### config.mk
export PLATFORM = sky130hd
export DESIGN_NAME = mod_decode
export DESIGN_NICKNAME = d
export VERILOG_FILES = /design/src/design/mod_decode.v
export VERILOG_INCLUDE_DIRS = /design/src /design/src/design
export SDC_FILE = /design/constraint.sdc
export NUM_CORES = 1
export LEC_CHECK = 0
export BUFFER_PORTS_ARGS = -buffer_cell sky130_fd_sc_hd__clkbuf_2
export CAP_MARGIN = 10
export CORE_MARGIN = 4
export CORE_UTILIZATION = 50
export DETAILED_ROUTE_END_ITERATION = 8
export PLACE_DENSITY = 0.7
export SETUP_SLACK_MARGIN = 0.2
export SYNTH_ARGS = -nofsm -noshare
export SYNTH_HDL_FRONTEND = slang
export SYNTH_SLANG_ARGS = --single-unit
export TNS_END_PERCENT = 10
### constraint.sdc
create_clock -name mclk -period 4.9 [get_ports mclk]
set_input_delay 0.245 -clock mclk [delete_from_list [all_inputs] [get_ports mclk]]
set_output_delay 0.245 -clock mclk [all_outputs]
set_load 0.005 [all_outputs]
### src/design/mod_map.vh
`ifndef MOD_MAP_VH
`define MOD_MAP_VH

// ----------------------------------------
// register byte offsets
// ----------------------------------------
`define MOD_OFF_CTRL 8'h00
`define MOD_OFF_CMD 8'h04
`define MOD_OFF_STREAM 8'h08
`define MOD_OFF_GPR_AC 8'h10
`define MOD_OFF_GPR_DB 8'h14
`define MOD_OFF_GPR_SF 8'h18
`define MOD_OFF_GPR_SD 8'h1C
`define MOD_OFF_SEG_EC 8'h20
`define MOD_OFF_SEG_SD 8'h24
`define MOD_OFF_EFF_ADDR 8'h28
`define MOD_OFF_PHYS 8'h2C
`define MOD_OFF_OPER 8'h30
`define MOD_OFF_STATUS 8'h34

// ----------------------------------------
// control fields
// ----------------------------------------
`define MOD_CTRL_WORD 8
`define MOD_CTRL_OVR_LO 9
`define MOD_CTRL_OVR_HI 10
`define MOD_CTRL_OVR_EN 11
`define MOD_CTRL_STRDST 12
`define MOD_CTRL_WIDE 13
`define MOD_CTRL_RST 32'h0000_0000
`define MOD_CMD_START 0

// ----------------------------------------
// encodings and timing
// ----------------------------------------
`define MOD_MODE_NODISP 2'h0
`define MOD_MODE_DISP8 2'h1
`define MOD_MODE_DISP16 2'h2
`define MOD_MODE_REG 2'h3
`define MOD_RM_DIRECT 3'h6
`define MOD_SEG_EXTRA 2'h0
`define MOD_SEG_CODE 2'h1
`define MOD_SEG_STACK 2'h2
`define MOD_SEG_DATA 2'h3
`define MOD_ADDR_CYCLES 8'h04
`define MOD_WORD_XFER_CYCLES 8'h04
`define MOD_RESP_OKAY 2'h0
`define MOD_RESP_SLVERR 2'h2

`endif

### src/design/mod_decode.v
// Chosen here: the address map and the AXI4-Lite slave port.
`timescale 1ns/1ps
`include "mod_map.vh"

module mod_decode (
  input wire mclk,
  input wire nrst,
  input wire [7:0] s_axi_awaddr,
  input wire s_axi_awvalid,
  output wire s_axi_awready,
  input wire [31:0] s_axi_wdata,
  input wire [3:0] s_axi_wstrb,
  input wire s_axi_wvalid,
  output wire s_axi_wready,
  output reg [1:0] s_axi_bresp,
  output reg s_axi_bvalid,
  input wire s_axi_bready,
  input wire [7:0] s_axi_araddr,
  input wire s_axi_arvalid,
  output wire s_axi_arready,
  output reg [31:0] s_axi_rdata,
  output reg [1:0] s_axi_rresp,
  output reg s_axi_rvalid,
  input wire s_axi_rready
);

  // ----------------------------------------
  // state codes and functions
  // ----------------------------------------
  localparam [2:0] ST_IDLE = 3'h1;
  localparam [2:0] ST_CALC = 3'h2;
  localparam [2:0] ST_FINISH = 3'h4;
  function [31:0] merge_strb;
    input [31:0] old_val;
    input [31:0] new_val;
    input [3:0] strb;
    integer i;
    begin
      merge_strb = old_val;
      for (i = 0; i < 4; i = i + 1) begin
        if (strb[i])
          merge_strb[i*8 +: 8] = new_val[i*8 +: 8];
      end
    end
  endfunction
  // register operand by 3-bit code, word or byte width
  function [15:0] reg_pick;
    input [2:0] code;
    input word;
    input [127:0] regs;
    reg [15:0] r;
    begin
      r = 16'h0000;
      if (word) begin
        reg_pick = regs[code*16 +: 16];
      end else begin
        r = regs[{1'b0, code[1:0]}*16 +: 16];
        reg_pick = {8'h00, code[2] ? r[15:8] : r[7:0]};
      end
    end
  endfunction
  // ----------------------------------------
  // registers
  // ----------------------------------------
  reg [31:0] ctrl_reg;
  reg [31:0] stream_reg;
  reg [31:0] gpr_ac_reg;
  reg [31:0] gpr_db_reg;
  reg [31:0] gpr_sf_reg;
  reg [31:0] gpr_sd_reg;
  reg [31:0] seg_ec_reg;
  reg [31:0] seg_sd_reg;
  reg [2:0] state_reg;
  reg [7:0] cnt_reg;
  reg done_reg;
  reg [15:0] eff_addr_reg;
  reg [19:0] phys_reg;
  reg [15:0] oper_reg;
  reg [15:0] regfld_reg;
  reg mem_reg;
  reg [1:0] seg_sel_reg;
  reg [1:0] disp_len_reg;
  reg [7:0] cost_reg;

  // ----------------------------------------
  // named operands and field decode
  // ----------------------------------------
  wire [15:0] accumulator_reg = gpr_ac_reg[15:0];
  wire [15:0] count_reg = gpr_ac_reg[31:16];
  wire [15:0] data_word_reg = gpr_db_reg[15:0];
  wire [15:0] base_word_reg = gpr_db_reg[31:16];
  wire [15:0] stack_pointer_reg = gpr_sf_reg[15:0];
  wire [15:0] frame_base_reg = gpr_sf_reg[31:16];
  wire [15:0] source_index_reg = gpr_sd_reg[15:0];
  wire [15:0] dest_index_reg = gpr_sd_reg[31:16];
  wire [15:0] extra_segment = seg_ec_reg[15:0];
  wire [15:0] code_segment = seg_ec_reg[31:16];
  wire [15:0] stack_segment = seg_sd_reg[15:0];
  wire [15:0] data_segment = seg_sd_reg[31:16];
  wire [127:0] reg_bank = {dest_index_reg, source_index_reg, frame_base_reg,
    stack_pointer_reg, base_word_reg, data_word_reg, count_reg, accumulator_reg};
  wire [1:0] mode_f = ctrl_reg[7:6];
  wire [2:0] reg_f = ctrl_reg[5:3];
  wire [2:0] rm_f = ctrl_reg[2:0];
  wire word_f = ctrl_reg[`MOD_CTRL_WORD];
  wire [1:0] ovr_f = ctrl_reg[`MOD_CTRL_OVR_HI:`MOD_CTRL_OVR_LO];
  wire ovr_en = ctrl_reg[`MOD_CTRL_OVR_EN];
  wire str_dst = ctrl_reg[`MOD_CTRL_STRDST];
  wire wide_f = ctrl_reg[`MOD_CTRL_WIDE];
  wire is_direct = (mode_f == `MOD_MODE_NODISP) && (rm_f == `MOD_RM_DIRECT);
  // displacement bytes sit first in the stream, ahead of immediates
  wire [7:0] disp_lo = stream_reg[7:0];
  wire [7:0] disp_hi = stream_reg[15:8];
  reg [15:0] disp_c;
  reg [1:0] disp_len_c;
  always @* begin
    case (mode_f)
      `MOD_MODE_NODISP: begin
        disp_c = is_direct ? {disp_hi, disp_lo} : 16'h0000;
        disp_len_c = is_direct ? 2'd2 : 2'd0;
      end
      `MOD_MODE_DISP8: begin
        disp_c = {{8{disp_lo[7]}}, disp_lo};
        disp_len_c = 2'd1;
      end
      `MOD_MODE_DISP16: begin
        disp_c = {disp_hi, disp_lo};
        disp_len_c = 2'd2;
      end
      default: begin
        disp_c = 16'h0000;
        disp_len_c = 2'd0;
      end
    endcase
  end
  // base and index per rm code
  reg [15:0] base_c;
  reg [15:0] index_c;
  reg uses_frame_c;
  always @* begin
    base_c = 16'h0000;
    index_c = 16'h0000;
    uses_frame_c = 1'b0;
    case (rm_f)
      3'h0: begin
        base_c = base_word_reg;
        index_c = source_index_reg;
      end
      3'h1: begin
        base_c = base_word_reg;
        index_c = dest_index_reg;
      end
      3'h2: begin
        base_c = frame_base_reg;
        index_c = source_index_reg;
        uses_frame_c = 1'b1;
      end
      3'h3: begin
        base_c = frame_base_reg;
        index_c = dest_index_reg;
        uses_frame_c = 1'b1;
      end
      3'h4: base_c = source_index_reg;
      3'h5: base_c = dest_index_reg;
      3'h6: begin
        // direct form has no base register at all
        base_c = is_direct ? 16'h0000 : frame_base_reg;
        uses_frame_c = ~is_direct;
      end
      default: base_c = base_word_reg;
    endcase
  end
  // carries past bit 15 are dropped
  wire [17:0] sum_wide = {2'h0, base_c} + {2'h0, index_c} + {2'h0, disp_c};
  wire [15:0] eff_addr_c = sum_wide[15:0];
  wire mem_c = (mode_f != `MOD_MODE_REG);
  // segment choice
  reg [1:0] seg_sel_c;
  always @* begin
    if (str_dst) begin
      seg_sel_c = `MOD_SEG_EXTRA;
    end else if (ovr_en) begin
      seg_sel_c = ovr_f;
    end else if (uses_frame_c) begin
      seg_sel_c = `MOD_SEG_STACK;
    end else begin
      seg_sel_c = `MOD_SEG_DATA;
    end
  end
  reg [15:0] seg_val_c;
  always @* begin
    case (seg_sel_c)
      `MOD_SEG_EXTRA: seg_val_c = extra_segment;
      `MOD_SEG_CODE: seg_val_c = code_segment;
      `MOD_SEG_STACK: seg_val_c = stack_segment;
      default: seg_val_c = data_segment;
    endcase
  end
  wire [19:0] phys_c = {seg_val_c, 4'h0} + {4'h0, eff_addr_c};
  wire [7:0] xfer_c = (mem_c && word_f && wide_f) ? `MOD_WORD_XFER_CYCLES : 8'h00;
  wire [7:0] cost_c = (mem_c ? `MOD_ADDR_CYCLES : 8'h00) + xfer_c;

  // ----------------------------------------
  // axi write path
  // ----------------------------------------
  reg aw_hold_reg;
  reg [7:0] aw_addr_reg;
  reg w_hold_reg;
  reg [31:0] w_data_reg;
  reg [3:0] w_strb_reg;
  assign s_axi_awready = ~aw_hold_reg & ~s_axi_bvalid;
  assign s_axi_wready = ~w_hold_reg & ~s_axi_bvalid;
  wire wr_fire = aw_hold_reg & w_hold_reg & ~s_axi_bvalid;
  // held address is word aligned, so the byte compare is exact
  wire wr_map = (aw_addr_reg <= `MOD_OFF_SEG_SD) && (aw_addr_reg != 8'h0C);
  wire start_c = wr_fire && (aw_addr_reg == `MOD_OFF_CMD) && w_strb_reg[0]
    && w_data_reg[`MOD_CMD_START];
  // inputs are frozen while a calculation runs
  wire wr_ok = wr_fire & state_reg[0];
  always @(posedge mclk or negedge nrst) begin
    if (!nrst) begin
      aw_hold_reg <= 1'b0;
      aw_addr_reg <= 8'h00;
      w_hold_reg <= 1'b0;
      w_data_reg <= 32'h0000_0000;
      w_strb_reg <= 4'h0;
      s_axi_bvalid <= 1'b0;
      s_axi_bresp <= `MOD_RESP_OKAY;
    end else begin
      if (s_axi_awvalid && s_axi_awready) begin
        aw_hold_reg <= 1'b1;
        aw_addr_reg <= {s_axi_awaddr[7:2], 2'b00};
      end
      if (s_axi_wvalid && s_axi_wready) begin
        w_hold_reg <= 1'b1;
        w_data_reg <= s_axi_wdata;
        w_strb_reg <= s_axi_wstrb;
      end
      if (wr_fire) begin
        aw_hold_reg <= 1'b0;
        w_hold_reg <= 1'b0;
        s_axi_bvalid <= 1'b1;
        s_axi_bresp <= wr_map ? `MOD_RESP_OKAY : `MOD_RESP_SLVERR;
      end else if (s_axi_bvalid && s_axi_bready) begin
        s_axi_bvalid <= 1'b0;
      end
    end
  end
  always @(posedge mclk or negedge nrst) begin
    if (!nrst) begin
      ctrl_reg <= `MOD_CTRL_RST;
      stream_reg <= 32'h0000_0000;
      gpr_ac_reg <= 32'h0000_0000;
      gpr_db_reg <= 32'h0000_0000;
      gpr_sf_reg <= 32'h0000_0000;
      gpr_sd_reg <= 32'h0000_0000;
      seg_ec_reg <= 32'h0000_0000;
      seg_sd_reg <= 32'h0000_0000;
    end else if (wr_ok) begin
      case (aw_addr_reg)
        `MOD_OFF_CTRL: ctrl_reg <= merge_strb(ctrl_reg, w_data_reg, w_strb_reg);
        `MOD_OFF_STREAM: stream_reg <= merge_strb(stream_reg, w_data_reg, w_strb_reg);
        `MOD_OFF_GPR_AC: gpr_ac_reg <= merge_strb(gpr_ac_reg, w_data_reg, w_strb_reg);
        `MOD_OFF_GPR_DB: gpr_db_reg <= merge_strb(gpr_db_reg, w_data_reg, w_strb_reg);
        `MOD_OFF_GPR_SF: gpr_sf_reg <= merge_strb(gpr_sf_reg, w_data_reg, w_strb_reg);
        `MOD_OFF_GPR_SD: gpr_sd_reg <= merge_strb(gpr_sd_reg, w_data_reg, w_strb_reg);
        `MOD_OFF_SEG_EC: seg_ec_reg <= merge_strb(seg_ec_reg, w_data_reg, w_strb_reg);
        `MOD_OFF_SEG_SD: seg_sd_reg <= merge_strb(seg_sd_reg, w_data_reg, w_strb_reg);
        default: ctrl_reg <= ctrl_reg;
      endcase
    end
  end

  // ----------------------------------------
  // calculation sequencer
  // ----------------------------------------
  reg [2:0] state_next;
  always @* begin
    case (state_reg)
      ST_IDLE: state_next = start_c ? ST_CALC : ST_IDLE;
      ST_CALC: state_next = (cnt_reg <= 8'h01) ? ST_FINISH : ST_CALC;
      ST_FINISH: state_next = ST_IDLE;
      default: state_next = ST_IDLE;
    endcase
  end
  always @(posedge mclk or negedge nrst) begin
    if (!nrst) begin
      state_reg <= ST_IDLE;
      cnt_reg <= 8'h00;
      done_reg <= 1'b0;
      eff_addr_reg <= 16'h0000;
      phys_reg <= 20'h00000;
      oper_reg <= 16'h0000;
      regfld_reg <= 16'h0000;
      mem_reg <= 1'b0;
      seg_sel_reg <= 2'h0;
      disp_len_reg <= 2'h0;
      cost_reg <= 8'h00;
    end else begin
      state_reg <= state_next;
      case (state_reg)
        ST_IDLE: begin
          if (start_c) begin
            done_reg <= 1'b0;
            // register-direct form skips the address stage
            cnt_reg <= mem_c ? `MOD_ADDR_CYCLES : 8'h01;
          end
        end
        ST_CALC: cnt_reg <= cnt_reg - 8'h01;
        ST_FINISH: begin
          done_reg <= 1'b1;
          mem_reg <= mem_c;
          eff_addr_reg <= mem_c ? eff_addr_c : 16'h0000;
          phys_reg <= mem_c ? phys_c : 20'h00000;
          oper_reg <= mem_c ? 16'h0000 : reg_pick(rm_f, word_f, reg_bank);
          regfld_reg <= reg_pick(reg_f, word_f, reg_bank);
          seg_sel_reg <= seg_sel_c;
          disp_len_reg <= disp_len_c;
          cost_reg <= cost_c;
        end
        default: cnt_reg <= 8'h00;
      endcase
    end
  end

  // ----------------------------------------
  // axi read path
  // ----------------------------------------
  assign s_axi_arready = ~s_axi_rvalid;
  reg [31:0] rd_c;
  reg rd_err_c;
  always @* begin
    rd_err_c = 1'b0;
    case ({s_axi_araddr[7:2], 2'b00})
      `MOD_OFF_CTRL: rd_c = ctrl_reg;
      `MOD_OFF_CMD: rd_c = {31'h0, ~state_reg[0]};
      `MOD_OFF_STREAM: rd_c = stream_reg;
      `MOD_OFF_GPR_AC: rd_c = gpr_ac_reg;
      `MOD_OFF_GPR_DB: rd_c = gpr_db_reg;
      `MOD_OFF_GPR_SF: rd_c = gpr_sf_reg;
      `MOD_OFF_GPR_SD: rd_c = gpr_sd_reg;
      `MOD_OFF_SEG_EC: rd_c = seg_ec_reg;
      `MOD_OFF_SEG_SD: rd_c = seg_sd_reg;
      `MOD_OFF_EFF_ADDR: rd_c = {16'h0000, eff_addr_reg};
      `MOD_OFF_PHYS: rd_c = {12'h000, phys_reg};
      `MOD_OFF_OPER: rd_c = {regfld_reg, oper_reg};
      `MOD_OFF_STATUS: begin
        rd_c = {16'h0000, cost_reg, 1'b0, seg_sel_reg, disp_len_reg, mem_reg,
          done_reg, ~state_reg[0]};
      end
      default: begin
        rd_c = 32'h0000_0000;
        rd_err_c = 1'b1;
      end
    endcase
  end
  always @(posedge mclk or negedge nrst) begin
    if (!nrst) begin
      s_axi_rvalid <= 1'b0;
      s_axi_rdata <= 32'h0000_0000;
      s_axi_rresp <= `MOD_RESP_OKAY;
    end else if (s_axi_arvalid && s_axi_arready) begin
      s_axi_rvalid <= 1'b1;
      s_axi_rdata <= rd_c;
      s_axi_rresp <= rd_err_c ? `MOD_RESP_SLVERR : `MOD_RESP_OKAY;
    end else if (s_axi_rvalid && s_axi_rready) begin
      s_axi_rvalid <= 1'b0;
    end
  end

endmodule

# Word-level counts from Yosys, hierarchy flattened
# Cells that the tools add are included.
[word_totals]
reg_bits = 431
latch_bits = 0
ramBits = 0
mem_bits_ro = 0
inputBits = 59
n_memories = 0
[classes]
n_addsub = 5
mul = 0
div = 0
magnitude_cmp = 2
eq_ne = 36
shifts = 4
n_mux = 40
bitwise_logic = 12
reduce_logical = 60
[ops]
columns = ["op", "count"]
rows = [
  ["one-hot mux 32 bit (13 select lines)", 1],
  ["variable part select 128 x 7 -> 16 bit", 2],
  ["variable part select 128 x 8 -> 16 bit", 2],
  ["two-way mux 16 bit", 6],
  ["one-hot mux 16 bit (3 select lines)", 2],
  ["AND reduction 3 bit", 32],
  ["one-hot mux 16 bit (4 select lines)", 1],
  ["equality test 6 x 3 -> 1 bit, second input constant", 8],
  ["equality test 6 x 4 -> 1 bit, second input constant", 8],
  ["adder 16 bit", 2],
  ["one-hot mux 16 bit (2 select lines)", 1],
  ["two-way mux 8 bit", 3],
  ["one-hot mux 8 bit (3 select lines)", 1],
  ["adder 20 x 16 -> 20 bit", 1],
  ["two-way mux 20 bit", 1],
  ["OR reduction 13 bit", 1],
  ["equality test 3 bit, second input constant", 4],
  ["equality test 6 x 1 -> 1 bit, second input constant", 2],
  ["equality test 6 x 2 -> 1 bit, second input constant", 2],
  ["logical AND 1 bit", 12],
  ["two-way mux 2 bit", 6],
  ["two-way mux 3 bit", 4],
  ["two-way mux 1 bit", 10],
  ["nonzero test 2 bit", 5],
  ["21 further kinds", 42],
]

# Logic depth before layout (Yosys ltp)
# Gate-level depths: netlist of run 1.
[depth]
word_depth = 11
ltp_mapped = 26
depth_no_buf = 22

# Worst setup path before layout of run 1
# OpenSTA, ideal clock, no wires.
[synth_path]
path_kind = "flip-flop to flip-flop"
start = "register ctrl_reg[0]"
end = "register phys_reg[19]"
setup_time_ns = 0.121
arrival_ns = 5.111
path_slack_ns = -0.332
stages_incl_launch_ff = 26
synth_period_minus_slack_ns = 5.232
cell_sequence = "dfrtp_1 buf_6 buf_2 buf_2 clkbuf_1 nand3_1 o21ai_0 a22o_1 a21oi_1 fa_1 inv_1 ha_1 a21oi_2 o211ai_2 a2111o_1 a311oi_2 o21ai_1 xor2_1 ha_1 a21o_1 a31o_2 a21o_1 a41o_1 nand4_1 xnor2_1 a22o_1"
[synth_between]
elab_chain_cells = 11
elab_cells_between_ends = 29
cone_classes = "add/sub (3); eq/ne (8); mux (11); bitwise (1); reduce/logical (6)"
[synth_rtl]
columns = ["element", "line", "rtl"]
rows = [
  ["start: declaration", "mod_decode.v:65", "reg [31:0] ctrl_reg;"],
  ["start signal: assignment", "mod_decode.v:251", "ctrl_reg <= `MOD_CTRL_RST;"],
  ["start signal: assignment", "mod_decode.v:261", "`MOD_OFF_CTRL: ctrl_reg <= merge_strb(ctrl_reg, w_data_reg, w_strb_reg);"],
  ["start signal: assignment", "mod_decode.v:269", "default: ctrl_reg <= ctrl_reg;"],
  ["parallel branches: the longest is 9 deep, another holds adder 16 bit", "-", ""],
  ["adder 20 x 16 -> 20 bit *", "mod_decode.v:199", "wire [19:0] phys_c = {seg_val_c, 4'h0} + {4'h0, eff_addr_c};"],
  ["two-way mux 20 bit *", "mod_decode.v:314", "phys_reg <= mem_c ? phys_c : 20'h00000;"],
  ["end signal: assignment", "mod_decode.v:314", ""],
  ["end: declaration", "mod_decode.v:77", "reg [19:0] phys_reg;"],
]
# Mark *: on every way between the ends.
# A chain may end at the register's enable or synchronous reset.

# Final worst setup path of run 1
# Ends and elaborated chain as after synthesis.

==> report_table.html, run 1 <==
<table>
<tr><th>Metric</th><th>Value</th></tr>
<tr><th colspan="2">Outcome</th></tr>
<tr><td>Status</td><td>finished, violations left</td></tr>
<tr><td>Violations in the final reports</td><td>setup timing</td></tr>
<tr><th colspan="2">Synthesis</th></tr>
<tr><td>Area share of the largest cell type after synthesis</td><td>46.8%</td></tr>
<tr><td>Most area-hungry cell type in the Yosys netlist</td><td>dfrtp_1</td></tr>
<tr><td>Most common flop cell mapped by yosys</td><td>dfrtp_1</td></tr>
<tr><td>Avg Synthesized Cell Area</td><td>11.5 sq um</td></tr>
<tr><td>Library cells used by synthesis</td><td>77</td></tr>
<tr><td>Number of synthesized register bits</td><td>around 420</td></tr>
<tr><td>Number of cells produced by synthesis</td><td>1937</td></tr>
<tr><td>Area contributors post-synth</td><td>dfrtp_1, mux2_2, mux4_2</td></tr>
<tr><td>Syn. warnings</td><td>0</td></tr>
<tr><td>Sequential-to-total area share from yosys stat</td><td>between 40% and 50%</td></tr>
<tr><td>Most frequent cells after synthesis</td><td>dfrtp_1, mux2_2, nand2_1</td></tr>
<tr><td>Post-synthesis instance area</td><td>0.0223 sq mm</td></tr>
<tr><td>Most frequent cell after synthesis</td><td>dfrtp_1</td></tr>
<tr><td>Number of enable flip-flop cells after synthesis</td><td>0</td></tr>
<tr><td>Asr flop ratio synth</td><td>100%</td></tr>
<tr><th colspan="2">Worst setup path</th></tr>
<tr><td>CP Buf/Inv Count</td><td>4</td></tr>
<tr><td>Worst EP arrival</td><td>5.44 ns</td></tr>
<tr><td>Sequence of cells on the critical path</td><td>buf_6 &gt; buf_4 &gt; mux2i_2 &gt; buf_4 &gt; or2_2 &gt; fa_1 &gt; inv_1 &gt; ha_1 &gt; a21o_1 &gt; a21oi_2 &gt; and2b_2 &gt; a311oi_4 &gt; o21ai_2 &gt; xor2_2 &gt; ha_1 &gt; a21o_1 &gt; a31o_2 &gt; a21o_1 &gt; a41o_1 &gt; nand4_1 &gt; xnor2_1 &gt; a22o_1</td></tr>
<tr><td>Critical path required time</td><td>5.37 ns</td></tr>
<tr><td>Crit path kind</td><td>reg -&gt; reg</td></tr>
<tr><td>Worst setup SP type</td><td>flip-flop</td></tr>
<tr><td>Setup crit end kind</td><td>flip-flop</td></tr>
<tr><td>Most used cell, CP</td><td>a21o_1</td></tr>
<tr><td>Largest delay share family, worst path</td><td>compound AO/OA/AOI/OAI gates</td></tr>
<tr><td>Largest fanout on the critical path</td><td>8</td></tr>
<tr><td>Largest stage delay on the critical path</td><td>0.55 ns</td></tr>
<tr><td>R2R Setup Slk</td><td>-0.06 ns</td></tr>
<tr><td>Highest-delay cell along the critical path</td><td>fa_1</td></tr>
<tr><th colspan="2">STA</th></tr>
<tr><td>Unrepaired setup endpoints after global routing</td><td>true</td></tr>
<tr><td>Part of the cycle the worst path needs</td><td>101%</td></tr>
<tr><td>Slew Limit Fails</td><td>0</td></tr>
<tr><td>Worst-case setup margin in the final layout</td><td>-0.0649 ns</td></tr>
<tr><td>Transition time of the tightest slew-check pin</td><td>1.30 ns</td></tr>
<tr><td>Worst clock skew</td><td>0.0217 ns</td></tr>
<tr><td>Setup_tns</td><td>-0.119 ns</td></tr>
<tr><td>Clock period minus final worst setup slack</td><td>4.96 ns</td></tr>
<tr><td>Number of endpoints failing setup at the final stage</td><td>3</td></tr>
<tr><td>Final Hold Violating Endpoints</td><td>0</td></tr>
<tr><td>Maximum operating frequency</td><td>0.201 GHz</td></tr>
<tr><td>Max-slew headroom at the worst pin</td><td>between 10% and 20%</td></tr>
<tr><th colspan="2">Floorplan</th></tr>
<tr><td>Floorplan row count</td><td>77</td></tr>
<tr><td>Die Outline Area</td><td>0.0481 sq mm</td></tr>
<tr><td>Height of the die</td><td>219 um</td></tr>
<tr><td>Die Span X</td><td>219 um</td></tr>
<tr><td>Core box area</td><td>between 0.04 and 0.05 sq mm</td></tr>
<tr><td>Initial standard-cell utilization of the core</td><td>50.5%</td></tr>
<tr><td>Num ports</td><td>100</td></tr>
<tr><th colspan="2">Placement</th></tr>
<tr><td>Port buffer count</td><td>93</td></tr>
<tr><td>Routability-driven placement congestion ratio</td><td>1.04</td></tr>
<tr><td>Dpl hpwl</td><td>54400 um</td></tr>
<tr><td>Placed cell count</td><td>around 2600</td></tr>
<tr><th colspan="2">Detailed routing</th></tr>
<tr><td>Per-cell via count in the routed design</td><td>6.42</td></tr>
<tr><td>Number of remaining DRC errors</td><td>0</td></tr>
<tr><td>Final routed wire length divided by cell count</td><td>27.5 um</td></tr>
<tr><td>Wire length reported by the detailed router</td><td>76500 um</td></tr>
<tr><td>Antenna-violating nets left</td><td>0</td></tr>
<tr><td>Router iterations before antenna repair</td><td>6</td></tr>
<tr><td>Count of routing violations after the opening detailed-route iteration</td><td>2022</td></tr>
<tr><td>Total via count after detailed routing</td><td>around 18000</td></tr>
<tr><th colspan="2">GRT</th></tr>
<tr><td>Vias in the first global route</td><td>17500</td></tr>
<tr><td>Overflow after GRT</td><td>0</td></tr>
<tr><td>Wire length of the first global-routing pass</td><td>114000 um</td></tr>
<tr><td>Number of antenna violations at the first check in global routing</td><td>0</td></tr>
<tr><td>Maximum number of pins on one net before global-route repair</td><td>142</td></tr>
<tr><td>Total routing usage reported by global routing</td><td>31.8%</td></tr>
<tr><th colspan="2">Hold path</th></tr>
<tr><td>Type of the most critical hold path</td><td>in -&gt; async</td></tr>
<tr><th colspan="2">Final layout</th></tr>
<tr><td>Final layout net count</td><td>approximately 2300</td></tr>
<tr><td>Synth-to-Final Area Change</td><td>18.9%</td></tr>
<tr><td>Number of standard cells in the layout, taps in and fillers out</td><td>2782</td></tr>
<tr><td>Fraction of layout instances using a drive strength above 1</td><td>34.6%</td></tr>
<tr><th colspan="2">Clocking</th></tr>
<tr><td>CTS tree</td><td>built</td></tr>
<tr><td>Clock Path Buffers</td><td>3</td></tr>
<tr><td>TritonCTS Buffers</td><td>between 40 and 50</td></tr>
<tr><td>Later-pin clock latency in the skew report</td><td>0.60 ns</td></tr>
<tr><td>Clk slew on worst S/H paths</td><td>~0.06 ns</td></tr>
<tr><td>Sink count of the clock tree</td><td>between 400 and 500</td></tr>
<tr><td>Root buf cell</td><td>clkbuf_16</td></tr>
<tr><td>Level count of the clock H-tree</td><td>2</td></tr>
<tr><th colspan="2">Power</th></tr>
<tr><td>Static power due to leakage</td><td>12.2 nW</td></tr>
<tr><td>Tot Pwr</td><td>16.4 mW</td></tr>
<tr><td>IR drop worst, VDD</td><td>0.000360 V</td></tr>
<tr><td>Power density relative to cell area</td><td>roughly 620 mW/mm^2</td></tr>
<tr><th colspan="2">Job</th></tr>
<tr><td>Max-cap violations</td><td>0</td></tr>
</table>
==> per-stage QoR <==
stage	area [sq um]	worst slack (ns)	utilization [%]	hold WS, ns
2_1_floorplan	22500	0.147	-	-0.0506
3_3_place_gp	24200	-0.127	54.8	0.309
3_5_place_dp	24200	-0.208	54.8	0.317
4_1_cts	26500	-0.0170	59.9	0.267
5_1_grt	26600	-0.248	60.1	0.348
6_report	26600	-0.0649	60.1	0.262
==> path summary, 6_finish.rpt <==
| kind | start | to | cells past startpoint |
|---|---|---|---|
| setup / recovery | ctrl_reg[0] | phys_reg[19] | 22 |
| hold / removal | nrst | s_axi_bresp[1] | 2 |
| setup reg to reg | ctrl_reg[0] | phys_reg[19] | 22 |
| hold reg to reg | phys_reg[5] | phys_reg[5] | 2 |
| max in group asynchronous | nrst | ctrl_reg[4] | 3 |
| min in group mclk | s_axi_araddr[7] | s_axi_rresp[1] | 4 |
==> cells in the final DEF (no fill, tap or decap), types with 15 or more instances in the layout <==
master         instances
mux2i_1               59
ha_1                  21
a221oi_1              25
a22o_1                37
nand2_1              169
nand3_1               41
fa_1                  15
a22oi_1               57
a21oi_1               73
clkbuf_16             45
buf_4                132
a222oi_1              46
mux2_2               300
mux4_2                48
dfrtp_1              413
nor2_1               103
clkbuf_2              92
nor2b_1               16
xnor2_1               23
dlygate4sd3_1         46
inv_1                 36
o21ai_0              105
==> per-layer routing <==
layer  routed length (um)  up-vias  GRT usage (%)
li1                     -     7676              -
met1                32200     9094           45.8
met2                33300      929           47.1
met3                 8610      150           9.30
met4                 2410        0           9.23
met5                    0        -              0
==> cells by family (layout without fill, tap and decap cells) <==
kind of cell | count (synthesis) | after routing | synth area share (%)
compound gates | 444 | 444 | 13.9
xor+xnor | 28 | 28 | 1.10
fa+ha+maj | 46 | 46 | 3.15
buf+inv | 154 | 405 | 2.96
flops | 419 | 419 | 46.9
mux | 416 | 416 | 23.1
other cells | 1 | 3 | 0.0168
simple gates | 429 | 429 | 8.78
==> area by class of cell <==
| class | count | area (sq um) |
|---|---|---|
| Sequential cell | 419 | 10500 |
| Clock inverter | 20 | 309 |
| Timing Repair Buffer | 279 | 2040 |
| Fill cell | 3608 | 17700 |
| Inverter | 42 | 159 |
| Multi-Input combinational cell | 1365 | 11500 |
| Tap cell | 592 | 741 |
| Clock buffer | 64 | 1290 |
| Antenna cell | 1 | 2.50 |
==> what timing repair did <==
item,in CTS,in global routing
gates resized for setup,29,17
hold buffers,46,0
endpoints found under the hold margin,137,0
setup buffers,6,0
pin swaps,25,15
setup endpoints to repair,10,12
==> power breakdown <==
part	internal, mW	total [mW]	switching, mW
registers	4.45	6.07	1.62
logic	3.23	6.62	3.39
clock network	2.21	3.67	1.46
total	9.89	16.4	6.48
(Power assumes the default switching activity.)
==> run 2, diff against run 1 <==
CTS_BUF_LIST = sky130_fd_sc_hd__clkbuf_4   (was default)
==> run 2 against run 1 <==
Worst hold slack got worse by 0.14 ns. Clock skew rose by 0.031 ns. First-iteration DRC count fell by 1.8%. Clock power fell by 19%. Combinational power barely moved. Via count rose by 2.4%. Routed wire length rose by 0.80%. Design area fell by 0.57%. Global-route usage rose by 0.50 points. Non-clock buffer count rose by 9. The run still ends with setup timing left.
==> report_table.html, run 2 (synthesis gave the netlist of run 1 again) <==
<table>
<tr><th>Metric</th><th>Value</th></tr>
<tr><th colspan="2">Clocking</th></tr>
<tr><td>Root buf cell</td><td>clkbuf_4</td></tr>
<tr><td>Level count of the clock H-tree</td><td>3</td></tr>
<tr><td>TritonCTS Buffers</td><td>111</td></tr>
<tr><td>Sink count of the clock tree</td><td>419</td></tr>
<tr><td>CTS tree</td><td>built</td></tr>
<tr><td>Clk slew on worst S/H paths</td><td>0.06 ns</td></tr>
<tr><td>Later-pin clock latency in the skew report</td><td>0.88 ns</td></tr>
<tr><td>Clock Path Buffers</td><td>3</td></tr>
<tr><th colspan="2">Power</th></tr>
<tr><td>IR drop worst, VDD</td><td>0.000307 V</td></tr>
<tr><td>Static power due to leakage</td><td>12.3 nW</td></tr>
<tr><td>Tot Pwr</td><td>15.7 mW</td></tr>
<tr><td>Power density relative to cell area</td><td>593 mW/mm^2</td></tr>
<tr><th colspan="2">Placement</th></tr>
<tr><td>Dpl hpwl</td><td>54400 um</td></tr>
<tr><td>Cell Area, Placed</td><td>0.0242 sq mm</td></tr>
<tr><td>Routability-driven placement congestion ratio</td><td>1.04</td></tr>
<tr><td>Port buffer count</td><td>93</td></tr>
<tr><th colspan="2">Final layout</th></tr>
<tr><td>Fraction of layout instances using a drive strength above 1</td><td>37.3%</td></tr>
<tr><td>Number of fill cells in the layout</td><td>between 3000 and 4000</td></tr>
<tr><td>Most common cell after layout, fill and taps aside</td><td>dfrtp_1</td></tr>
<tr><td>Final layout net count</td><td>2332</td></tr>
<tr><td>Leading cell types in the layout, fill and taps excluded</td><td>dfrtp_1, mux2_2, nand2_1, clkbuf_4, buf_4</td></tr>
<tr><td>Final Instance Area</td><td>0.0264 sq mm</td></tr>
<tr><td>Synth-to-Final Area Change</td><td>18.2%</td></tr>
<tr><th colspan="2">Detailed routing</th></tr>
<tr><td>Per-cell via count in the routed design</td><td>6.31</td></tr>
<tr><td>Total via count after detailed routing</td><td>18300</td></tr>
<tr><td>Antenna-violating nets left</td><td>0</td></tr>
<tr><td>Count of routing violations after the opening detailed-route iteration</td><td>roughly 2000</td></tr>
<tr><td>Number of remaining DRC errors</td><td>0</td></tr>
<tr><td>Final routed wire length divided by cell count</td><td>26.6 um</td></tr>
<tr><td>Wire length reported by the detailed router</td><td>77100 um</td></tr>
<tr><td>Router iterations before antenna repair</td><td>6</td></tr>
<tr><th colspan="2">GRT</th></tr>
<tr><td>Total routing usage reported by global routing</td><td>32.3%</td></tr>
<tr><td>Maximum number of pins on one net before global-route repair</td><td>142</td></tr>
<tr><td>Wire length of the first global-routing pass</td><td>about 120000 um</td></tr>
<tr><td>Vias in the first global route</td><td>18200</td></tr>
<tr><td>Number of antenna violations at the first check in global routing</td><td>2</td></tr>
<tr><td>Overflow after GRT</td><td>0</td></tr>
<tr><th colspan="2">Job</th></tr>
<tr><td>Max-cap violations</td><td>0</td></tr>
<tr><th colspan="2">Floorplan</th></tr>
<tr><td>Die Outline Area</td><td>about 0.048 sq mm</td></tr>
<tr><td>Die Span X</td><td>around 220 um</td></tr>
<tr><td>Core box area</td><td>approximately 0.044 sq mm</td></tr>
<tr><td>Initial standard-cell utilization of the core</td><td>50.5%</td></tr>
<tr><td>Floorplan row count</td><td>77</td></tr>
<tr><td>Height of the die</td><td>219 um</td></tr>
<tr><td>Num ports</td><td>100</td></tr>
<tr><th colspan="2">Worst setup path</th></tr>
<tr><td>Crit path kind</td><td>reg -&gt; reg</td></tr>
<tr><td>Setup crit end kind</td><td>flip-flop</td></tr>
<tr><td>Critical path required time</td><td>about 5.6 ns</td></tr>
<tr><td>Highest-delay cell along the critical path</td><td>fa_1</td></tr>
<tr><td>CP Buf/Inv Count</td><td>4</td></tr>
<tr><td>Largest stage delay on the critical path</td><td>0.55 ns</td></tr>
<tr><td>Worst setup SP type</td><td>flip-flop</td></tr>
<tr><td>Largest delay share family, worst path</td><td>compound AO/OA/AOI/OAI gates</td></tr>
<tr><td>Most used cell, CP</td><td>a21o_1</td></tr>
<tr><td>Worst EP arrival</td><td>5.71 ns</td></tr>
<tr><td>R2R Setup Slk</td><td>-0.09 ns</td></tr>
<tr><td>Sequence of cells on the critical path</td><td>buf_6 &gt; buf_4 &gt; mux2i_2 &gt; buf_4 &gt; or2_2 &gt; fa_1 &gt; inv_1 &gt; ha_1 &gt; a21o_1 &gt; a21oi_2 &gt; and2b_2 &gt; a311oi_4 &gt; o21ai_2 &gt; xor2_2 &gt; ha_1 &gt; a21o_1 &gt; a31o_2 &gt; a21o_1 &gt; a41o_1 &gt; nand4_1 &gt; xnor2_1 &gt; a22o_1</td></tr>
<tr><td>Largest fanout on the critical path</td><td>8</td></tr>
<tr><th colspan="2">Outcome</th></tr>
<tr><td>Violations in the final reports</td><td>setup timing</td></tr>
<tr><td>Status</td><td>finished, violations left</td></tr>
<tr><th colspan="2">STA</th></tr>
<tr><td>Unrepaired setup endpoints after global routing</td><td>true</td></tr>
<tr><td>Number of endpoints failing setup at the final stage</td><td>3</td></tr>
<tr><td>Hold slack</td><td>~0.12 ns</td></tr>
<tr><td>Worst clock skew</td><td>0.0530 ns</td></tr>
<tr><td>Maximum operating frequency</td><td>about 0.2 GHz</td></tr>
<tr><td>Part of the cycle the worst path needs</td><td>102%</td></tr>
<tr><td>Slew Limit Fails</td><td>0</td></tr>
<tr><td>Clock period minus final worst setup slack</td><td>4.99 ns</td></tr>
<tr><td>Max-slew headroom at the worst pin</td><td>20.6%</td></tr>
<tr><td>Worst-case setup margin in the final layout</td><td>-0.0853 ns</td></tr>
<tr><td>Transition time of the tightest slew-check pin</td><td>between 1 and 1.5 ns</td></tr>
<tr><td>Final Hold Violating Endpoints</td><td>0</td></tr>
<tr><th colspan="2">Hold path</th></tr>
<tr><td>Type of the most critical hold path</td><td>in -&gt; reg</td></tr>
</table>
run 2: area by class of cell:
type                       instances  area (sq um)  area share [%]
sequential                       419         10500            39.7
inverter                          42           159           0.602
clock buffer                     163          1220            4.63
tap                              592           741            2.80
antenna                            2          5.00          0.0190
timing repair buffer             288          2150            8.14
clock inverter                    25          93.8           0.355
multi-input combinational       1365         11500            43.7
run 2: through the flow:
stage          util (%)  setup slack (ns)  setup TNS [ns]  cells
6_report           59.7           -0.0853          -0.127   2896
4_1_cts            59.5           -0.0359         -0.0359   2894
2_1_floorplan         -             0.147               0   1938
5_1_grt            59.7            -0.241          -0.792   2895
3_3_place_gp       54.8            -0.127          -0.433   2645
3_5_place_dp       54.8            -0.208          -0.872   2645
run 2: report_power, final:
part	internal (mW)	total [mW]	switching, mW
combinational	3.27	6.64	3.37
clock	1.50	2.96	1.46
sequential	4.45	6.06	1.62
total	9.22	15.7	6.45
run 2: worst paths after layout:
kind	startpoint	to	cells after the start
worst min-delay path	s_axi_rready	s_axi_rvalid	3
min in group asynchronous	nrst	stream_reg[3]	3
worst max register to register	ctrl_reg[0]	phys_reg[19]	22
max in group asynchronous	nrst	ctrl_reg[4]	4
worst max-delay path	ctrl_reg[0]	phys_reg[19]	22
worst min register to register	phys_reg[5]	phys_reg[5]	2
run 2: routing by layer:
layer | wire length (um) | vias to the layer above | global-route usage (%)
met4 | 2670 | 0 | 12.2
met3 | 8720 | 162 | 9.68
met2 | 33600 | 970 | 47.0
met5 | 0 | - | 0
li1 | - | 7897 | -
met1 | 32100 | 9253 | 45.9
run 2: worst reg2reg max path, cell delays in order (launching register included):
cell	delay, ns
dfrtp_2	0.50
buf_6	0.18
buf_4	0.17
mux2i_2	0.16
buf_4	0.14
or2_2	0.31
fa_1	0.55
inv_1	0.04
ha_1	0.19
a21o_1	0.20
a21oi_2	0.15
and2b_2	0.25
a311oi_4	0.34
o21ai_2	0.11
xor2_2	0.16
ha_1	0.32
a21o_1	0.19
a31o_2	0.22
a21o_1	0.15
a41o_1	0.22
nand4_1	0.10
xnor2_1	0.07
a22o_1	0.18
run 2: what timing repair did:
action / 4_1_cts / 5_1_grt
endpoints found under the setup margin: 9 / 11
gates resized for setup: 30 / 23
endpoints found under the hold margin: 147 / 0
hold buffers: 55 / 0
pin swaps: 22 / 19
buffers inserted: 6 / 0
==> run 3, diff against run 2 <==
ABC_AREA = 1   (was default)
PLACE_DENSITY = 0.69   (was 0.7)
==> run 3 against run 2 <==
The flow now finishes without violations. Fmax is 9.4% higher. Area after synthesis increased by 1.2%. Clock power increased by 5%. Routed wire length up 28%. Combinational power is 13% lower. Worst hold slack got worse by 0.023 ns. Largest power group unchanged.
==> report_table.html, run 3 <==
<table>
<tr><th>Metric</th><th>Value</th></tr>
<tr><th colspan="2">Placement</th></tr>
<tr><td>Dpl hpwl</td><td>69400 um</td></tr>
<tr><td>Cell Area, Placed</td><td>0.0239 sq mm</td></tr>
<tr><td>Port buffer count</td><td>93</td></tr>
<tr><td>Routability-driven placement congestion ratio</td><td>1.05</td></tr>
<tr><th colspan="2">Worst setup path</th></tr>
<tr><td>R2R Setup Slk</td><td>~0.34 ns</td></tr>
<tr><td>Crit path kind</td><td>reg -&gt; reg</td></tr>
<tr><td>Worst EP arrival</td><td>5.32 ns</td></tr>
<tr><td>Worst R2R Start</td><td>ctrl_reg[1]</td></tr>
<tr><td>Reg-to-reg critical path endpoint</td><td>phys_reg[19]</td></tr>
<tr><td>Setup crit end kind</td><td>flip-flop</td></tr>
<tr><td>CP endpoint</td><td>phys_reg[19]</td></tr>
<tr><td>FF-to-FF path depth</td><td>26</td></tr>
<tr><td>Largest fanout on the critical path</td><td>9</td></tr>
<tr><td>Largest stage delay on the critical path</td><td>0.56 ns</td></tr>
<tr><td>Timing startpoint of the critical path</td><td>ctrl_reg[1]</td></tr>
<tr><td>Critical path required time</td><td>between 5 and 6 ns</td></tr>
<tr><td>Worst setup SP type</td><td>flip-flop</td></tr>
<tr><td>Highest-delay cell along the critical path</td><td>fa_1</td></tr>
<tr><td>Most used cell, CP</td><td>nand2_1</td></tr>
<tr><th colspan="2">Power</th></tr>
<tr><td>Static power due to leakage</td><td>12.4 nW</td></tr>
<tr><td>IR drop worst, VDD</td><td>0.000354 V</td></tr>
<tr><td>Power density relative to cell area</td><td>539 mW/mm^2</td></tr>
<tr><td>Tot Pwr</td><td>approximately 14 mW</td></tr>
<tr><th colspan="2">Synthesis</th></tr>
<tr><td>Synth Area in XOR/XNOR</td><td>less than 1%</td></tr>
<tr><td>Dominant combinational cell family by area after synthesis</td><td>compound AO/OA/AOI/OAI gates</td></tr>
<tr><td>Post-synthesis instance area</td><td>0.0226 sq mm</td></tr>
<tr><td>Share of the synthesized area in compound gates (AO/OA/AOI/OAI)</td><td>22.9%</td></tr>
<tr><td>Library cells used by synthesis</td><td>a little over 50</td></tr>
<tr><td>Area contributors post-synth</td><td>dfrtp_1, nand2_1, o21ai_0</td></tr>
<tr><td>Number of synthesized register bits</td><td>419</td></tr>
<tr><td>Asr flop ratio synth</td><td>100%</td></tr>
<tr><td>Area share of the largest cell type after synthesis</td><td>46.3%</td></tr>
<tr><td>Adder-cell share of the synthesized area</td><td>3.11%</td></tr>
<tr><td>Most area-hungry cell type in the Yosys netlist</td><td>dfrtp_1</td></tr>
<tr><td>Most common flop cell mapped by yosys</td><td>dfrtp_1</td></tr>
<tr><td>Most frequent cells after synthesis</td><td>nand2_1, o21ai_0, dfrtp_1</td></tr>
<tr><td>Syn. warnings</td><td>0</td></tr>
<tr><td>Number of cells produced by synthesis</td><td>2919</td></tr>
<tr><td>Most frequent cell after synthesis</td><td>nand2_1</td></tr>
<tr><td>Sequential-to-total area share from yosys stat</td><td>46.4%</td></tr>
<tr><td>Number of enable flip-flop cells after synthesis</td><td>0</td></tr>
<tr><td>Share of cell area taken by muxes after synthesis</td><td>0.0996%</td></tr>
<tr><td>Avg Synthesized Cell Area</td><td>7.74 sq um</td></tr>
<tr><td>Area fraction in and, or, nand and nor cells after synthesis</td><td>18.4%</td></tr>
<tr><th colspan="2">Final layout</th></tr>
<tr><td>Final layout net count</td><td>3267</td></tr>
<tr><td>Final Instance Area</td><td>0.0266 sq mm</td></tr>
<tr><td>Fraction of layout instances using a drive strength above 1</td><td>14.6%</td></tr>
<tr><td>Most common cell after layout, fill and taps aside</td><td>nand2_1</td></tr>
<tr><td>Final core utilization</td><td>59.9%</td></tr>
<tr><td>Number of fill cells in the layout</td><td>4072</td></tr>
<tr><td>Leading cell types in the layout, fill and taps excluded</td><td>nand2_1, o21ai_0, dfrtp_1, inv_1, a21oi_1</td></tr>
<tr><td>Synth-to-Final Area Change</td><td>17.6%</td></tr>
<tr><th colspan="2">GRT</th></tr>
<tr><td>Maximum number of pins on one net before global-route repair</td><td>132</td></tr>
<tr><td>Number of antenna violations at the first check in global routing</td><td>6</td></tr>
<tr><td>Wire length of the first global-routing pass</td><td>approximately 140000 um</td></tr>
<tr><td>Vias in the first global route</td><td>21900</td></tr>
<tr><td>Overflow after GRT</td><td>0</td></tr>
<tr><td>Total routing usage reported by global routing</td><td>40.2%</td></tr>
<tr><th colspan="2">Clocking</th></tr>
<tr><td>Level count of the clock H-tree</td><td>3</td></tr>
<tr><td>CTS tree</td><td>built</td></tr>
<tr><td>Clk slew on worst S/H paths</td><td>0.07 ns</td></tr>
<tr><td>Root buf cell</td><td>clkbuf_4</td></tr>
<tr><td>Sink count of the clock tree</td><td>419</td></tr>
<tr><td>TritonCTS Buffers</td><td>between 100 and 150</td></tr>
<tr><td>Clock Path Buffers</td><td>3</td></tr>
<tr><td>Later-pin clock latency in the skew report</td><td>0.93 ns</td></tr>
<tr><th colspan="2">STA</th></tr>
<tr><td>Worst clock skew</td><td>0.104 ns</td></tr>
<tr><td>Unrepaired setup endpoints after global routing</td><td>true</td></tr>
<tr><td>Transition time of the tightest slew-check pin</td><td>1.33 ns</td></tr>
<tr><td>Number of endpoints failing setup at the final stage</td><td>0</td></tr>
<tr><td>Maximum operating frequency</td><td>~0.22 GHz</td></tr>
<tr><td>Final Hold Violating Endpoints</td><td>0</td></tr>
<tr><td>Clock period minus final worst setup slack</td><td>~4.6 ns</td></tr>
<tr><td>Part of the cycle the worst path needs</td><td>between 90% and 100%</td></tr>
<tr><td>Slew Limit Fails</td><td>0</td></tr>
<tr><td>Setup_tns</td><td>0 ns</td></tr>
<tr><td>Max-slew headroom at the worst pin</td><td>11.0%</td></tr>
<tr><td>Hold slack</td><td>slightly below 0.1 ns</td></tr>
<tr><th colspan="2">Detailed routing</th></tr>
<tr><td>Router iterations before antenna repair</td><td>8</td></tr>
<tr><td>Antenna-violating nets left</td><td>0</td></tr>
<tr><td>Final routed wire length divided by cell count</td><td>25.7 um</td></tr>
<tr><td>M1 wire length</td><td>39200 um</td></tr>
<tr><td>Wire length reported by the detailed router</td><td>98400 um</td></tr>
<tr><td>Length of routed met3 wiring</td><td>around 14000 um</td></tr>
<tr><td>Per-cell via count in the routed design</td><td>approximately 6</td></tr>
<tr><td>Number of remaining DRC errors</td><td>0</td></tr>
<tr><td>Met2 routed wirelength</td><td>40900 um</td></tr>
<tr><td>Total via count after detailed routing</td><td>23400</td></tr>
<tr><td>Uppermost layer routed</td><td>met5</td></tr>
<tr><td>Count of routing violations after the opening detailed-route iteration</td><td>3427</td></tr>
<tr><th colspan="2">Hold path</th></tr>
<tr><td>Hold path cells</td><td>3</td></tr>
<tr><td>Type of the most critical hold path</td><td>in -&gt; reg</td></tr>
<tr><th colspan="2">Floorplan</th></tr>
<tr><td>Floorplan row count</td><td>77</td></tr>
<tr><td>Die Span X</td><td>221 um</td></tr>
<tr><td>Height of the die</td><td>between 200 and 250 um</td></tr>
<tr><td>Initial standard-cell utilization of the core</td><td>about 51%</td></tr>
<tr><td>Die Outline Area</td><td>0.0487 sq mm</td></tr>
<tr><td>Core box area</td><td>0.0444 sq mm</td></tr>
<tr><td>Num ports</td><td>100</td></tr>
<tr><th colspan="2">Job</th></tr>
<tr><td>Max-cap violations</td><td>0</td></tr>
<tr><th colspan="2">Outcome</th></tr>
<tr><td>Status</td><td>finished, final reports clean</td></tr>
</table>
## run 3: cell types whose count changed after synthesis, sizes merged, moves of 36 or more
cell,previous run,this run
clkbuf,59,104
a22oi,57,18
o22ai,6,83
nand3,42,121
nor2,108,160
nand2,181,688
mux2,305,2
a21oi,83,218
a222oi,46,0
inv,41,357
mux4,48,0
a22o,37,1
mux2i,63,0
o21ai,111,487
## run 3: layout make-up
class	instances	area, sq um	area share [%]
Antenna cell	2	5.00	0.0188
Clock buffer	153	1150	4.32
Clock inverter	36	235	0.885
Inverter	358	1350	5.07
Multi-Input combinational cell	1998	10500	39.5
Sequential cell	419	10500	39.5
Tap cell	592	741	2.79
Timing Repair Buffer	274	2110	7.94
## run 3: cells by family (layout without fill, tap and decap cells)
logic type,after synthesis,count (layout)
adders and majority gates,46,46
and+or+nand+nor,1007,1007
muxes,2,2
DFF,419,419
AOI/OAI and AO/OA,928,928
xor gates and xnor gates,13,13
buffers and inverters,503,821
other,1,4
## run 3: worst min-delay path by stage
stage,startpoint,to
floorplan,nrst,aw_addr_reg[2]
global placement,nrst,cnt_reg[7]
detailed placement,nrst,cnt_reg[7]
CTS,s_axi_bready,s_axi_bvalid
global route,s_axi_bready,s_axi_bvalid
finish,s_axi_bready,s_axi_bvalid
## run 3: what timing repair did
item | in CTS | in global routing
pin swaps | 3 | 16
gates cloned | 0 | 0
hold endpoints to repair | 174 | 0
buffers inserted | 5 | 7
endpoints found under the setup margin | 5 | 11
gates resized for setup | 12 | 74
hold buffers | 87 | 0
## run 3: per-layer routing
metal | global-route usage (%) | up-vias
li1 | - | 10300
met1 | 55.3 | 11200
met2 | 57.6 | 1541
met3 | 15.1 | 272
met4 | 16.4 | 6
met5 | 0 | -
## run 3: worst max-delay path, delay by kind of cell, from the launching register on
family | cells | cell delay [ns]
flops | 1 | 0.42
xor+xnor | 1 | 0.21
fa+ha+maj | 3 | 1.10
buf+inv | 5 | 0.59
simple gates | 11 | 1.13
compound gates | 6 | 0.97
## run 3: report_power, final
part	total, mW	internal [mW]	leakage, nW	switching, mW
logic	5.81	2.02	5.89	3.79
clock network	3.12	1.59	0.822	1.52
registers	5.40	4.33	5.66	1.07
## run 3: through the flow
step                      cells  worst slack (ns)
after floorplan            2920             0.363
after global placement     3542             0.190
after detailed placement   3542            0.0446
after CTS                  3823             0.218
after global routing       3832             0.102
final                      3832             0.343
